===== config.mk =====
export PLATFORM = sky130hd
export DESIGN_NAME = spindle_motor_servo_output
export DESIGN_NICKNAME = d
export VERILOG_FILES = /design/src/hdl/spindle_pkg.sv /design/src/hdl/spindle_motor_servo_output.sv
export SDC_FILE = /design/constraint.sdc
export NUM_CORES = 1
export LEC_CHECK = 0
export BUFFER_PORTS_ARGS = -buffer_cell sky130_fd_sc_hd__clkbuf_2
export CORE_UTILIZATION = 35
export DETAILED_ROUTE_END_ITERATION = 10
export SYNTH_ARGS = -nofsm -noshare
export SYNTH_HDL_FRONTEND = slang
export SYNTH_SLANG_ARGS = --single-unit

===== constraint.sdc =====
create_clock -name clk -period 28.9 [get_ports clk]
set_input_delay 2.89 -clock clk [delete_from_list [all_inputs] [get_ports clk]]
set_output_delay 2.89 -clock clk [all_outputs]
set_load 0.01 [all_outputs]

===== src/hdl/spindle_pkg.sv =====
// constants, types and register map of the spindle motor output block
package spindle_pkg;
	localparam int CLK_HZ          = 100_000_000;
	localparam int OVERSPEED       = 1;
	localparam int DISC_FACTOR     = 1;
	localparam int PD_RATE_HZ      = 1_000_000;
	localparam int PD_DIV          = CLK_HZ / (PD_RATE_HZ * OVERSPEED);
	localparam int PWM_RATE_HZ     = 22_050;
	localparam int PWM_DIV         = CLK_HZ / (PWM_RATE_HZ * OVERSPEED);
	localparam int PLLPD_RATE_KHZ  = 4_230;
	localparam int PLLPD_DIV       = CLK_HZ / (PLLPD_RATE_KHZ * 1000 * OVERSPEED);
	localparam int FPOS_RATE_HZ    = 300;
	localparam int FPOS_DIV        = CLK_HZ / (FPOS_RATE_HZ * DISC_FACTOR);
	localparam int FIFO_SPAN       = 20;
	localparam int FIFO_NOM_PCT    = 60;
	localparam int FIFO_NOM_FRAMES = FIFO_SPAN * FIFO_NOM_PCT / 100;
	// register indices; byte address is four times the index
	localparam logic [3:0] IDX_MODE   = 4'h1;
	localparam logic [3:0] IDX_STATUS = 4'h2;
	localparam logic [3:0] IDX_LOOP4  = 4'h4;
	localparam logic [3:0] IDX_LOOP3  = 4'h5;
	localparam logic [3:0] IDX_OUTCFG = 4'h6;
	localparam logic [3:0] IDX_PINSEL = 4'hD;
	localparam logic [3:0] IDX_BRAKE  = 4'hE;
	localparam int MODE_AW_BIT     = 3;
	localparam int OUT_LIMIT_LSB   = 2;
	localparam int LOOP4_F4_LSB    = 3;
	localparam int ST_MODE_LSB     = 1;
	localparam int ST_SAT_BIT      = 4;
	localparam logic [3:0] PINSEL_RESET = 4'h2;
	localparam logic signed [7:0] LIM_100 = 8'sh7F;
	localparam logic signed [7:0] LIM_75  = 8'sh5F;
	localparam logic signed [7:0] LIM_50  = 8'sh3F;
	localparam logic signed [7:0] LIM_37  = 8'sh2F;
	localparam logic [7:0] START_SWITCH_PCT = 8'h4B;
	localparam logic [7:0] STOP_PCT_HI      = 8'h0C;
	localparam logic [7:0] STOP_PCT_LO      = 8'h06;
	typedef enum logic [2:0] {START1, START2, JUMP, JUMP2, PLAY, STOP1, STOP2, OFF} opmode_t;
	typedef enum logic [1:0] {PDM2, PWM2, PWM4, FIFOPOS} outmode_t;
	typedef struct packed {
		logic servoEnable;
		logic integratorHold;
		logic integratorZero;
		logic pllReset;
		logic fifoResetHalf;
		logic audioMute;
		logic concealLoss;
	} servo_ctl_t;
	typedef struct packed {
		logic [2:0] gain;
		logic [1:0] f4;
		logic [1:0] f3;
	} loop_cfg_t;
endpackage


===== src/hdl/spindle_motor_servo_output.sv =====
// spindle motor output modulation, mode sequencing and apb registers
// Contract
// - four output modes chosen by register field
// - density drive, half duty means no actuation
// - second line inverse, changes on 1n MHz
// - two-line pwm accel/brake at 22.05n kHz
// - pin four config: four-line (needs pin five field zero too), subcode, low, high
// - pin five: de-emphasis, low, high, else four-line (needs pin four field zero too)
// - fifo position pwm on 300d Hz carrier
// - pll density at 4.23n MHz, servo off
// - twenty frame span, nominal gives 60 percent
// - anti-windup holds integrator when output saturates
// - start/stop drive limited 100/75/50/37 percent
// - eight loop gains, not scaled by n
// - two crossover settings scaled by n
// - play overflow resets fifo half, conceal loss
// - start one accelerates, pll reset
// - start two switches to jump at 75 percent
// - jump: servo on, fifo reset, hold, mute
// - second jump keeps integrator at zero
// - play entry resets fifo, releases mute
// - stop one brakes with negative drive
// - stop two at 12/6 percent flags, goes off
//
// Added by the designer: the APB register port.
`timescale 1ns/100ps
module spindle_motor_servo_output #(
	parameter int FPOS_DIV = spindle_pkg::FPOS_DIV
) (
	input  wire logic                    clk,
	input  wire logic                    rst,
	input  wire logic                    psel,
	input  wire logic                    penable,
	input  wire logic                    pwrite,
	input  wire logic [7:0]              paddr,
	input  wire logic [31:0]             pwdata,
	output logic [31:0]                  prdata,
	output logic                         pready,
	output logic                         pslverr,
	input  wire logic signed [7:0]       servoDemand,
	input  wire logic [7:0]              discSpeedPct,
	input  wire logic signed [4:0]       fifoOffset,
	input  wire logic [7:0]              pllFreqLevel,
	input  wire logic                    fifoOverflow,
	input  wire logic                    subcodeData,
	input  wire logic                    deemphasisActive,
	output logic                         motorDriveA,
	output logic                         motorDriveB,
	output logic                         versatilePinFour,
	output logic                         versatilePinFive,
	output logic                         motorStoppedFlag,
	output spindle_pkg::servo_ctl_t      servoCtl,
	output spindle_pkg::loop_cfg_t       loopCfg
);
	spindle_pkg::opmode_t  opMode;
	spindle_pkg::opmode_t  prevMode;
	spindle_pkg::outmode_t outMode;
	logic                  antiWindup;
	logic [1:0]            powerLimit;
	logic                  brakeLow;
	logic [3:0]            pinSel;
	logic                  access;
	logic                  wrEn;
	logic [3:0]            regIdx;
	logic                  mapped;
	logic                  modeWrite;
	logic [31:0]           next_prdata;
	logic signed [7:0]     limit;
	logic signed [7:0]     drive;
	logic                  saturated;
	logic [7:0]            stopThr;
	logic [6:0]            pdDiv;
	logic                  pdTick;
	logic [7:0]            pdAcc;
	logic                  pdOut;
	logic [12:0]           pwmCnt;
	logic [12:0]           accelCmp;
	logic [12:0]           brakeCmp;
	logic [23:0]           fposCnt;
	logic [23:0]           fposCmp;
	logic [4:0]            pllDiv;
	logic [7:0]            pllAcc;
	logic                  pllOut;
	logic                  next_a;
	logic                  next_b;
	logic                  next_four;
	logic                  next_five;
	spindle_pkg::servo_ctl_t next_ctl;
	int                    fposFrames;

	////////////////////////////////////////////////////////////////////////////////
	// apb slave: one wait state, unmapped index answers with an error
	assign access    = psel && penable && pready;
	assign wrEn      = access && pwrite;
	assign regIdx    = paddr[5:2];
	assign modeWrite = wrEn && mapped && regIdx == spindle_pkg::IDX_MODE;

	always_comb begin
		mapped      = (paddr[1:0] == 2'h0) && (paddr[7:6] == 2'h0);
		next_prdata = 32'h0;
		case (regIdx)
			spindle_pkg::IDX_MODE:   next_prdata = {28'h0, antiWindup, opMode};
			spindle_pkg::IDX_STATUS: next_prdata = {27'h0, saturated, opMode, motorStoppedFlag};
			spindle_pkg::IDX_LOOP4:  next_prdata = {27'h0, loopCfg.f4, loopCfg.gain};
			spindle_pkg::IDX_LOOP3:  next_prdata = {30'h0, loopCfg.f3};
			spindle_pkg::IDX_OUTCFG: next_prdata = {28'h0, powerLimit, outMode};
			spindle_pkg::IDX_PINSEL: next_prdata = 32'h0;
			spindle_pkg::IDX_BRAKE:  next_prdata = {31'h0, brakeLow};
			default:                 mapped = 1'b0;
		endcase
	end

	always_ff @(posedge clk) begin
		if (rst) begin
			pready  <= 1'b0;
			prdata  <= 32'h0;
			pslverr <= 1'b0;
		end else begin
			pready  <= psel && penable && !pready;
			prdata  <= (mapped && !pwrite) ? next_prdata : 32'h0;
			pslverr <= psel && penable && !pready && !mapped;
		end
	end

	always_ff @(posedge clk) begin
		if (rst) begin
			outMode    <= spindle_pkg::PDM2;
			powerLimit <= 2'h0;
			loopCfg    <= '0;
			pinSel     <= spindle_pkg::PINSEL_RESET;
			brakeLow   <= 1'b0;
			antiWindup <= 1'b0;
		end else if (wrEn && mapped) begin
			case (regIdx)
				spindle_pkg::IDX_OUTCFG: begin
					outMode    <= spindle_pkg::outmode_t'(pwdata[1:0]);
					powerLimit <= pwdata[spindle_pkg::OUT_LIMIT_LSB +: 2];
				end
				spindle_pkg::IDX_LOOP4: begin
					loopCfg.gain <= pwdata[2:0];
					loopCfg.f4   <= pwdata[spindle_pkg::LOOP4_F4_LSB +: 2];
				end
				spindle_pkg::IDX_LOOP3:  loopCfg.f3 <= pwdata[1:0];
				spindle_pkg::IDX_PINSEL: pinSel <= pwdata[3:0];
				spindle_pkg::IDX_BRAKE:  brakeLow <= pwdata[0];
				spindle_pkg::IDX_MODE:   antiWindup <= pwdata[spindle_pkg::MODE_AW_BIT];
				default: begin
				end
			endcase
		end
	end

	////////////////////////////////////////////////////////////////////////////////
	// operating mode sequencer; a software write wins over a speed decision
	assign stopThr = brakeLow ? spindle_pkg::STOP_PCT_LO : spindle_pkg::STOP_PCT_HI;

	always_ff @(posedge clk) begin
		if (rst) begin
			opMode <= spindle_pkg::OFF;
		end else if (modeWrite) begin
			opMode <= spindle_pkg::opmode_t'(pwdata[2:0]);
		end else begin
			case (opMode)
				spindle_pkg::START2: begin
					if (discSpeedPct >= spindle_pkg::START_SWITCH_PCT) begin
						opMode <= spindle_pkg::JUMP;
					end
				end
				spindle_pkg::STOP2: begin
					if (discSpeedPct <= stopThr) begin
						opMode <= spindle_pkg::OFF;
					end
				end
				default: opMode <= opMode;
			endcase
		end
	end

	// stopped flag: a mode register write clears it, a stop detection in the same cycle wins
	always_ff @(posedge clk) begin
		if (rst) begin
			motorStoppedFlag <= 1'b0;
		end else if (opMode == spindle_pkg::STOP2 && discSpeedPct <= stopThr) begin
			motorStoppedFlag <= 1'b1;
		end else if (modeWrite) begin
			motorStoppedFlag <= 1'b0;
		end
	end

	always_ff @(posedge clk) begin
		if (rst) begin
			prevMode <= spindle_pkg::OFF;
		end else begin
			prevMode <= opMode;
		end
	end

	////////////////////////////////////////////////////////////////////////////////
	// servo control lines
	assign saturated = servoDemand == 8'sh7F || servoDemand == 8'sh80;

	always_comb begin
		next_ctl             = '0;
		next_ctl.audioMute   = opMode != spindle_pkg::PLAY;
		next_ctl.pllReset    = opMode == spindle_pkg::START1;
		case (opMode)
			spindle_pkg::JUMP, spindle_pkg::JUMP2: begin
				next_ctl.servoEnable    = 1'b1;
				next_ctl.fifoResetHalf  = 1'b1;
				next_ctl.integratorHold = 1'b1;
				next_ctl.integratorZero = opMode == spindle_pkg::JUMP2;
			end
			spindle_pkg::PLAY: begin
				next_ctl.servoEnable    = 1'b1;
				next_ctl.integratorHold = antiWindup && saturated;
				next_ctl.fifoResetHalf  = prevMode != spindle_pkg::PLAY || fifoOverflow;
				next_ctl.concealLoss    = prevMode == spindle_pkg::PLAY && fifoOverflow;
			end
			default: begin
			end
		endcase
		if (outMode == spindle_pkg::FIFOPOS) begin
			next_ctl.servoEnable = 1'b0;
		end
	end

	always_ff @(posedge clk) begin
		if (rst) begin
			servoCtl <= '0;
		end else begin
			servoCtl <= next_ctl;
		end
	end

	////////////////////////////////////////////////////////////////////////////////
	// drive demand
	always_comb begin
		case (powerLimit)
			2'h0:    limit = spindle_pkg::LIM_100;
			2'h1:    limit = spindle_pkg::LIM_75;
			2'h2:    limit = spindle_pkg::LIM_50;
			default: limit = spindle_pkg::LIM_37;
		endcase
		case (opMode)
			spindle_pkg::START1, spindle_pkg::START2: drive = limit;
			spindle_pkg::STOP1, spindle_pkg::STOP2:   drive = -limit;
			spindle_pkg::OFF:                         drive = 8'sh00;
			default:                                  drive = servoDemand;
		endcase
	end

	////////////////////////////////////////////////////////////////////////////////
	// modulators
	assign pdTick = pdDiv == 7'(spindle_pkg::PD_DIV - 1);

	always_ff @(posedge clk) begin
		if (rst) begin
			pdDiv <= 7'h00;
			pdAcc <= 8'h00;
			pdOut <= 1'b0;
		end else begin
			pdDiv <= pdTick ? 7'h00 : pdDiv + 7'h01;
			if (pdTick) begin
				// offset binary: zero drive gives half density
				{pdOut, pdAcc} <= {1'b0, pdAcc} + {1'b0, drive ^ 8'h80};
			end
		end
	end

	always_ff @(posedge clk) begin
		if (rst) begin
			pwmCnt <= 13'h0000;
		end else begin
			pwmCnt <= (pwmCnt == 13'(spindle_pkg::PWM_DIV - 1)) ? 13'h0000 : pwmCnt + 13'h0001;
		end
	end

	always_comb begin
		accelCmp = 13'h0000;
		brakeCmp = 13'h0000;
		if (drive > 8'sh00) begin
			accelCmp = 13'((int'(drive) * spindle_pkg::PWM_DIV) / 127);
		end else if (drive < 8'sh00) begin
			brakeCmp = 13'((-int'(drive) * spindle_pkg::PWM_DIV) / 127);
		end
	end

	always_comb begin
		fposFrames = spindle_pkg::FIFO_NOM_FRAMES + int'(fifoOffset);
		if (fposFrames < 0) begin
			fposFrames = 0;
		end else if (fposFrames > spindle_pkg::FIFO_SPAN) begin
			fposFrames = spindle_pkg::FIFO_SPAN;
		end
		fposCmp = 24'((fposFrames * FPOS_DIV) / spindle_pkg::FIFO_SPAN);
	end

	always_ff @(posedge clk) begin
		if (rst) begin
			fposCnt <= 24'h000000;
			pllDiv  <= 5'h00;
			pllAcc  <= 8'h00;
			pllOut  <= 1'b0;
		end else begin
			fposCnt <= (fposCnt == 24'(FPOS_DIV - 1)) ? 24'h000000 : fposCnt + 24'h000001;
			pllDiv  <= (pllDiv == 5'(spindle_pkg::PLLPD_DIV - 1)) ? 5'h00 : pllDiv + 5'h01;
			if (pllDiv == 5'(spindle_pkg::PLLPD_DIV - 1)) begin
				{pllOut, pllAcc} <= {1'b0, pllAcc} + {1'b0, pllFreqLevel};
			end
		end
	end

	////////////////////////////////////////////////////////////////////////////////
	// output selection
	always_comb begin
		next_a    = 1'b0;
		next_b    = 1'b0;
		next_four = 1'b0;
		next_five = 1'b0;
		case (outMode)
			spindle_pkg::PDM2: begin
				next_a = pdOut;
				next_b = !pdOut;
			end
			spindle_pkg::PWM2, spindle_pkg::PWM4: begin
				next_a = pwmCnt < accelCmp;
				next_b = pwmCnt < brakeCmp;
				next_four = drive > 8'sh00;
				next_five = drive < 8'sh00;
			end
			spindle_pkg::FIFOPOS: begin
				next_a = fposCnt < fposCmp;
				next_b = pllOut;
			end
			default: begin
			end
		endcase
		if (opMode == spindle_pkg::OFF && outMode != spindle_pkg::FIFOPOS) begin
			next_a    = 1'b0;
			next_b    = 1'b0;
			next_four = 1'b0;
			next_five = 1'b0;
		end
		if (!(pinSel == 4'h0 && outMode == spindle_pkg::PWM4)) begin
			next_four = 1'b0;
		end
		if (!(pinSel == 4'h0 && outMode == spindle_pkg::PWM4)) begin
			next_five = 1'b0;
		end
		case (pinSel[1:0])
			2'h1:    next_four = subcodeData;
			2'h2:    next_four = 1'b0;
			2'h3:    next_four = 1'b1;
			default: begin
			end
		endcase
		case (pinSel[3:2])
			2'h1:    next_five = deemphasisActive;
			2'h2:    next_five = 1'b0;
			2'h3:    next_five = 1'b1;
			default: begin
			end
		endcase
	end

	always_ff @(posedge clk) begin
		if (rst) begin
			motorDriveA      <= 1'b0;
			motorDriveB      <= 1'b0;
			versatilePinFour <= 1'b0;
			versatilePinFive <= 1'b0;
		end else begin
			motorDriveA      <= next_a;
			motorDriveB      <= next_b;
			versatilePinFour <= next_four;
			versatilePinFive <= next_five;
		end
	end

	////////////////////////////////////////////////////////////////////////////////
	// checks
	property p_pdm_inverse;
		@(posedge clk) disable iff (rst)
		$past(outMode == spindle_pkg::PDM2 && opMode != spindle_pkg::OFF) |->
			motorDriveB == !motorDriveA;
	endproperty
	a_pdm_inverse: assert property (p_pdm_inverse) else $error("density lines not inverse");

	property p_pdm_tick;
		@(posedge clk) disable iff (rst)
		($past(outMode == spindle_pkg::PDM2 && opMode != spindle_pkg::OFF, 1) &&
			$past(outMode == spindle_pkg::PDM2 && opMode != spindle_pkg::OFF, 2) &&
			!$past(pdTick, 2)) |-> $stable(motorDriveA);
	endproperty
	a_pdm_tick: assert property (p_pdm_tick) else $error("density line moved off tick");

	property p_start_jump;
		@(posedge clk) disable iff (rst)
		(opMode == spindle_pkg::START2 && discSpeedPct >= spindle_pkg::START_SWITCH_PCT &&
			!modeWrite) |=> opMode == spindle_pkg::JUMP;
	endproperty
	a_start_jump: assert property (p_start_jump) else $error("no switch to jump");

	property p_stop_off;
		@(posedge clk) disable iff (rst)
		(opMode == spindle_pkg::STOP2 && discSpeedPct <= stopThr && !modeWrite) |=>
			(opMode == spindle_pkg::OFF && motorStoppedFlag) ##1 (!motorDriveA || outMode == spindle_pkg::FIFOPOS);
	endproperty
	a_stop_off: assert property (p_stop_off) else $error("stop detection missed");

	property p_play_entry;
		@(posedge clk) disable iff (rst)
		(opMode == spindle_pkg::PLAY && prevMode != spindle_pkg::PLAY) |=>
			servoCtl.fifoResetHalf && !servoCtl.audioMute;
	endproperty
	a_play_entry: assert property (p_play_entry) else $error("play entry without fifo reset");

	property p_jump_ctl;
		@(posedge clk) disable iff (rst)
		opMode == spindle_pkg::JUMP |=>
			servoCtl.fifoResetHalf && servoCtl.integratorHold && servoCtl.audioMute;
	endproperty
	a_jump_ctl: assert property (p_jump_ctl) else $error("jump controls wrong");

	property p_jump2_zero;
		@(posedge clk) disable iff (rst)
		opMode == spindle_pkg::JUMP2 |=> servoCtl.integratorZero;
	endproperty
	a_jump2_zero: assert property (p_jump2_zero) else $error("integrator not zeroed");

	property p_overflow;
		@(posedge clk) disable iff (rst)
		(opMode == spindle_pkg::PLAY && prevMode == spindle_pkg::PLAY && fifoOverflow) |=>
			servoCtl.fifoResetHalf && servoCtl.concealLoss;
	endproperty
	a_overflow: assert property (p_overflow) else $error("overflow not recovered");

	property p_antiwindup;
		@(posedge clk) disable iff (rst)
		(opMode == spindle_pkg::PLAY && antiWindup && saturated) |=> servoCtl.integratorHold;
	endproperty
	a_antiwindup: assert property (p_antiwindup) else $error("integrator not held");

	property p_fpos_servo_off;
		@(posedge clk) disable iff (rst)
		outMode == spindle_pkg::FIFOPOS |=> !servoCtl.servoEnable;
	endproperty
	a_fpos_servo_off: assert property (p_fpos_servo_off) else $error("servo left enabled");

	property p_start1_pll;
		@(posedge clk) disable iff (rst)
		opMode == spindle_pkg::START1 |=> servoCtl.pllReset;
	endproperty
	a_start1_pll: assert property (p_start1_pll) else $error("pll not reset");
endmodule


=== After elaboration in Yosys (flattened, before gate mapping) ===
Index checks and enable logic that the tools add are counted.

* Output and inout port bits: 53
* Register bits: 136
* Input port bits: 77

* Equal/unequal tests: 37
* Reduce and logical (&&, ||, !) cells: 49
* Multiplexer cells: 28
* Add/sub/neg operators: 9
* Order comparisons: 9
* $mul: 3
* Bitwise operators: 4
* Div/mod/pow operators: 3

{| class="wikitable"
|+ Operator list
! operator !! count
|-
| $div 32x8->32 const B || 2
|-
| $mux 32 || 2
|-
| $mux 13 || 3
|-
| $div 32x6->32 const B || 1
|-
| $mul 32x14->32 const B || 1
|-
| $mul 32x20->32 const B || 1
|-
| $neg 8->32 || 1
|-
| $pmux 5 s6 || 1
|-
| $lt 13x13->1 || 2
|-
| $reduce_or 2->1 || 13
|-
| $add 24x1->24 const B || 1
|-
| $eq 24x19->1 const B || 1
|-
| $lt 24x24->1 || 1
|-
| $pmux 8 s3 || 1
|-
| $mul 8x14->22 const B || 1
|-
| $pmux 7 s3 || 1
|-
| $add 8x8->9 || 2
|-
| $eq 8x8->1 const B || 2
|-
| $eq 3x3->1 const B || 5
|-
| $eq 2x2->1 const B || 7
|-
| $logic_and 1x1->1 || 14
|-
| $add 13x1->13 const B || 1
|-
| $eq 13x13->1 const B || 1
|-
| $eq 4x3->1 const B || 3
|-
| 38 further kinds || 74
|}

=== Depth between registers and ports, before layout ===
* Word-level depth: 11
* Mapped depth: 116
* Depth with buffers taken out: 98

=== Least setup slack after synthesis ===
Ideal clock, no wire load.

* Path type: input port to flip-flop
* Start point: input servoDemand[0]
* End point: register motorDriveB
* Setup slack: 1800 ps
* Required time: 28821 ps
* Library setup time: 79 ps
* Path buffers: 9
* Arrival: 27022 ps
* Cell stages on the path: 103
* Path through: o21ai_0 nand2_1 o21ai_1 ha_1 nand2_1 nor3_1 nand3_1 ha_1 clkbuf_1 inv_1 ha_1 fa_1 inv_1 fa_1 inv_1 fa_1 fa_1 inv_1 [... 67 more ...] and4_1 a221oi_2 mux2_2 o21a_1 ha_1 inv_1 nor2_1 a31oi_1 xnor2_1 nand2_1 ha_1 a21o_1 a21o_1 a21oi_1 nor2_1 a2111oi_0 o31ai_1 o221ai_2

* Cells in the longest elaborated chain, start to end: 8
* Elaborated cells between the ends (all ways): 10
* Those cells by class: 1 x add/sub; 1 x mul; 1 x div; 3 x order compare; 4 x mux

{| class="wikitable"
|+ Ends and longest elaborated chain
! what !! RTL line !! text
|-
| start: declaration || spindle_motor_servo_output.sv:40 || <nowiki>input wire logic signed [7:0] servoDemand,</nowiki>
|-
| $pmux 8 s3 (*) || spindle_motor_servo_output.sv:244 || <nowiki>case (opMode)</nowiki>
|-
| $neg 8->32 || spindle_motor_servo_output.sv:284 || <nowiki>brakeCmp = 13'((-int'(drive) * spindle_pkg::PWM_DIV) / 127);</nowiki>
|-
| $mul 32x14->32 || spindle_motor_servo_output.sv:284 ||
|-
| $div 32x8->32 || spindle_motor_servo_output.sv:284 ||
|-
| $mux 13 || spindle_motor_servo_output.sv:283 || <nowiki>end else if (drive < 8'sh00) begin</nowiki>
|-
| $mux 13 (*) || spindle_motor_servo_output.sv:281 || <nowiki>if (drive > 8'sh00) begin</nowiki>
|-
| $lt 13x13->1 (*) || spindle_motor_servo_output.sv:327 || <nowiki>next_b = pwmCnt < brakeCmp;</nowiki>
|-
| $pmux 1 s3 (*) || spindle_motor_servo_output.sv:320 || <nowiki>case (outMode)</nowiki>
|-
| end signal: assignment || spindle_motor_servo_output.sv:374 || <nowiki>motorDriveB <= next_b;</nowiki>
|-
| end: declaration || spindle_motor_servo_output.sv:48 || <nowiki>output logic motorDriveB,</nowiki>
|}

Mark *: on every way between the ends. The rest lies on a longest branch, timed or not.
A chain may end at the register's enable or synchronous reset.

=== Worst setup path after layout ===
Same ends and word-level chain as after synthesis.

==> metrics.txt <==
core area=95,150 µm²; P_sw=2316 µW; Routed WL=95,920 µm; crit path launch=servoDemand[0]; Critical Path Fanout Max=9; Gate power share=roughly 93%; antenna violations before repair=2; critical path's slowest cell=fa_1; post-synthesis sequential area ratio=6.481%; Pint=1633 µW; final instance area=37,600 µm²; first-pass GRT wire length=158,500 µm; TNS Setup=0 ns; # DRC=0; Clk Latency, worst-skew pair=0.38 ns; total global routing overflow=0; post-synth top area share=11.85%; status=complete, no violations; Synth Warn #=0; Netlist cell types=between 100 and 150; WL/cell=around 16 µm; Avg Inst Size Synth=7.358 µm²; largest net degree at the start of global routing=53; Longest Clk Path Bufs=2; DIE WIDTH=312.2 µm; multi-input logic area=just under 30,000 µm²; Hold Crit Start=pdDiv[0]; CTS tree=built; share of cells above drive strength 1=between 10 and 15%; TritonRoute pass-1 iters=5; TritonCTS Buffers=9; Max H-tree Level=3; Setup violations, final=0; Flop pwr share=under 10%; Worst Skew=0.01361 ns; Synth Flop Type=dfxtp_1; fraction of registers with async set/reset=0%; Design Power=3949 µW; die outline area=97,440 µm²; Worst Path Arrival=27.97 ns; Fill cells=9,927; Detail Route Antenna Nets=0; Lkg Pwr=0.01679 µW; Initial Util=35.39%; clk slew on worst S/H paths=0.09 ns; Critical Path Max Stage Delay=0.55 ns; top cells by area, synth=ha_1 12%, fa_1 9.8%, dfxtp_1 6.5%; CTS Sinks=109; Root Driver=clkbuf_16; DR vias=34,270; Worst Tran Pin Value=1.155 ns; switching share of power=58.64%; Yosys top cell by area=ha_1; Crit Path Class=input port to flip-flop; Tcrit/Tclk final=between 90% and 100%; highest clock rate=around 0.036 GHz; row count=about 110; synthesized flop and latch total=109; EDFF count, synth=0; Slew HR=22.03%; Worst Hold Class=flip-flop to flip-flop; GR Util All Layers=18.84%; start of the worst register-to-register path=opMode[2]; vias in the first global route=32,010; Critical Path End Type=flip-flop; io pins=130; CP Launch Type=input port; post-DP HPWL=slightly below 80,000 µm; Mapped Cells=4,576; overall die height=312.2 µm; Placer Congestion=0.8784; Reg area=2182 µm²; DR iter-0 viols=between 2,000 and 2,500; required time of the critical path=between 20 and 30 ns; max-slew violations=0; Max-cap violations=0; number of diodes=0; Hold Slack=0.4557 ns; Netlist Area Pre-Place=33,670 µm²; Peak VDD IR=0.0003130 V; P&R area growth vs syn=11.68%; Cell Area, Placed=between 30,000 and 40,000 µm²; minimum clock period=27.67 ns; P per Cell Area=between 100 and 150 nW/µm²; Hold Fails Final Rpt=0; final net count=5,340; # port buffers=75; DR vias/cell=5.666; clock share of power=~3.5%
-- state kept, by name (all words and copies together) (netlist names), 2 cells and up --
register / flops
fposCnt: 24
loopCfg: 7
opMode: 3
outMode: 2
pdAcc: 8
pdDiv: 7
pinSel: 4
pllAcc: 8
pllDiv: 5
powerLimit: 2
prdata: 5
prevMode: 3
pwmCnt: 13
servoCtl: 7
-- power by group through the flow --
stage	clock network [µW]	logic, µW	registers [µW]
after CTS	141	3610	154
final	137	3660	154
after detailed placement	0	3590	157
after floorplan	0	2650	157
after global routing	145	4080	154
after global placement	0	3560	157
-- final timing paths --
kind                       to  slack [ns]  cells past startpoint
setup / recovery  motorDriveB        1.23                     97
hold / removal       pdDiv[0]        0.46                      1
setup reg to reg  motorDriveB        2.43                     97
hold reg to reg      pdDiv[0]        0.46                      1
-- per-layer routing --
metal  share of wire [%]  wire length (µm)  up-vias  global-route usage [%]
met2                  46             44460      760                   31.92
li1                    -                 -    17110                       -
met5               0.028                27        -                       0
met3                 3.9              3704       85                   1.453
met4                 1.2              1158        4                   2.529
met1                  49             46570    16310                   26.55
-- stage by stage --
step                worst slack (ns)  util (%)  std cells
finish                         1.229     39.52       6049
global route                -0.09223     39.52       6049
CTS                           0.9179     38.94       6027
detailed placement            0.5938     38.60       6011
global placement              0.7113     38.60       6011
floorplan                      1.800         -       4602
-- final cells by class --
cell class	instances	share of cell area (%)
clock inverters	7	0.2429
repair buffers	343	6.349
well taps	1265	4.209
inverters	438	4.382
multi-input cells	3878	78.41
flip-flops and latches	109	5.803
clock buffers	9	0.5990
-- worst max-delay path, delay by kind of cell --
family	cells	cell delay, ns
adders and majority gates	10	4.35
xor gates and xnor gates	3	0.52
buffers and inverters	13	1.63
and+or+nand+nor	30	7.53
muxes	1	0.39
AOI/OAI and AO/OA	40	10.62
-- cell families after synthesis --
group / Yosys count / synth area share (%)
compound gates: 1344 / 28.51
fa+ha+maj: 501 / 22.17
simple gates: 1584 / 23.89
xor+xnor: 334 / 8.766
buf+inv: 615 / 7.473
other cells: 1 / 0.01114
mux: 88 / 2.705
flops: 109 / 6.481
-- cell usage after synthesis (all sizes together), types with 59 or more instances --
library cell / instances
nor3: 133
and2: 65
o21a: 59
a21oi: 278
clkbuf: 102
xor2: 122
nor2: 396
buf: 75
o21ai: 231
a31oi: 75
o211ai: 70
nand2: 369
a21o: 82
xnor2: 212
mux2i: 64
dfxtp: 109
ha: 319
and3: 59
inv: 433
fa: 165
nand4: 65
nand3: 159
a211oi: 67
-- placed cells by master, fill, tap and decap left out, types with 21 or more instances in the layout --
cell type / synthesis / final
a21oi_1: 272 / 266
nor2b_1: 33 / 33
and2_1: 62 / 61
o211ai_1: 65 / 65
clkbuf_2: 1 / 75
a21o_1: 82 / 81
nor2_1: 395 / 393
nand4_1: 65 / 65
or4_1: 23 / 23
nor3_1: 131 / 127
fa_1: 165 / 165
inv_1: 429 / 427
mux2i_1: 64 / 60
or2_2: 29 / 29
o21bai_1: 27 / 27
a211o_1: 28 / 28
mux2_2: 21 / 21
o21a_1: 59 / 57
xor2_1: 122 / 119
buf_4: 34 / 268
nor4_1: 43 / 42
o31ai_1: 43 / 42
a31oi_1: 71 / 70
o2111ai_1: 25 / 25
o22ai_1: 22 / 22
xnor2_1: 210 / 205
and4_1: 26 / 26
o21ai_0: 177 / 173
ha_1: 319 / 317
or3_1: 42 / 42
nand2b_1: 41 / 41
o21ai_1: 52 / 53
a211oi_1: 61 / 54
dfxtp_1: 109 / 109
conb_1: 1 / 27
nand2_1: 368 / 368
nand3_1: 157 / 154
and3_1: 55 / 54
-- what timing repair did --
action | CTS | global route
setup buffers | 0 | 22
hold buffers | 0 | 0
setup endpoints to repair | 0 | 1
gates resized for setup | 0 | 80
Note: power is estimated with default switching activity, not from simulation.
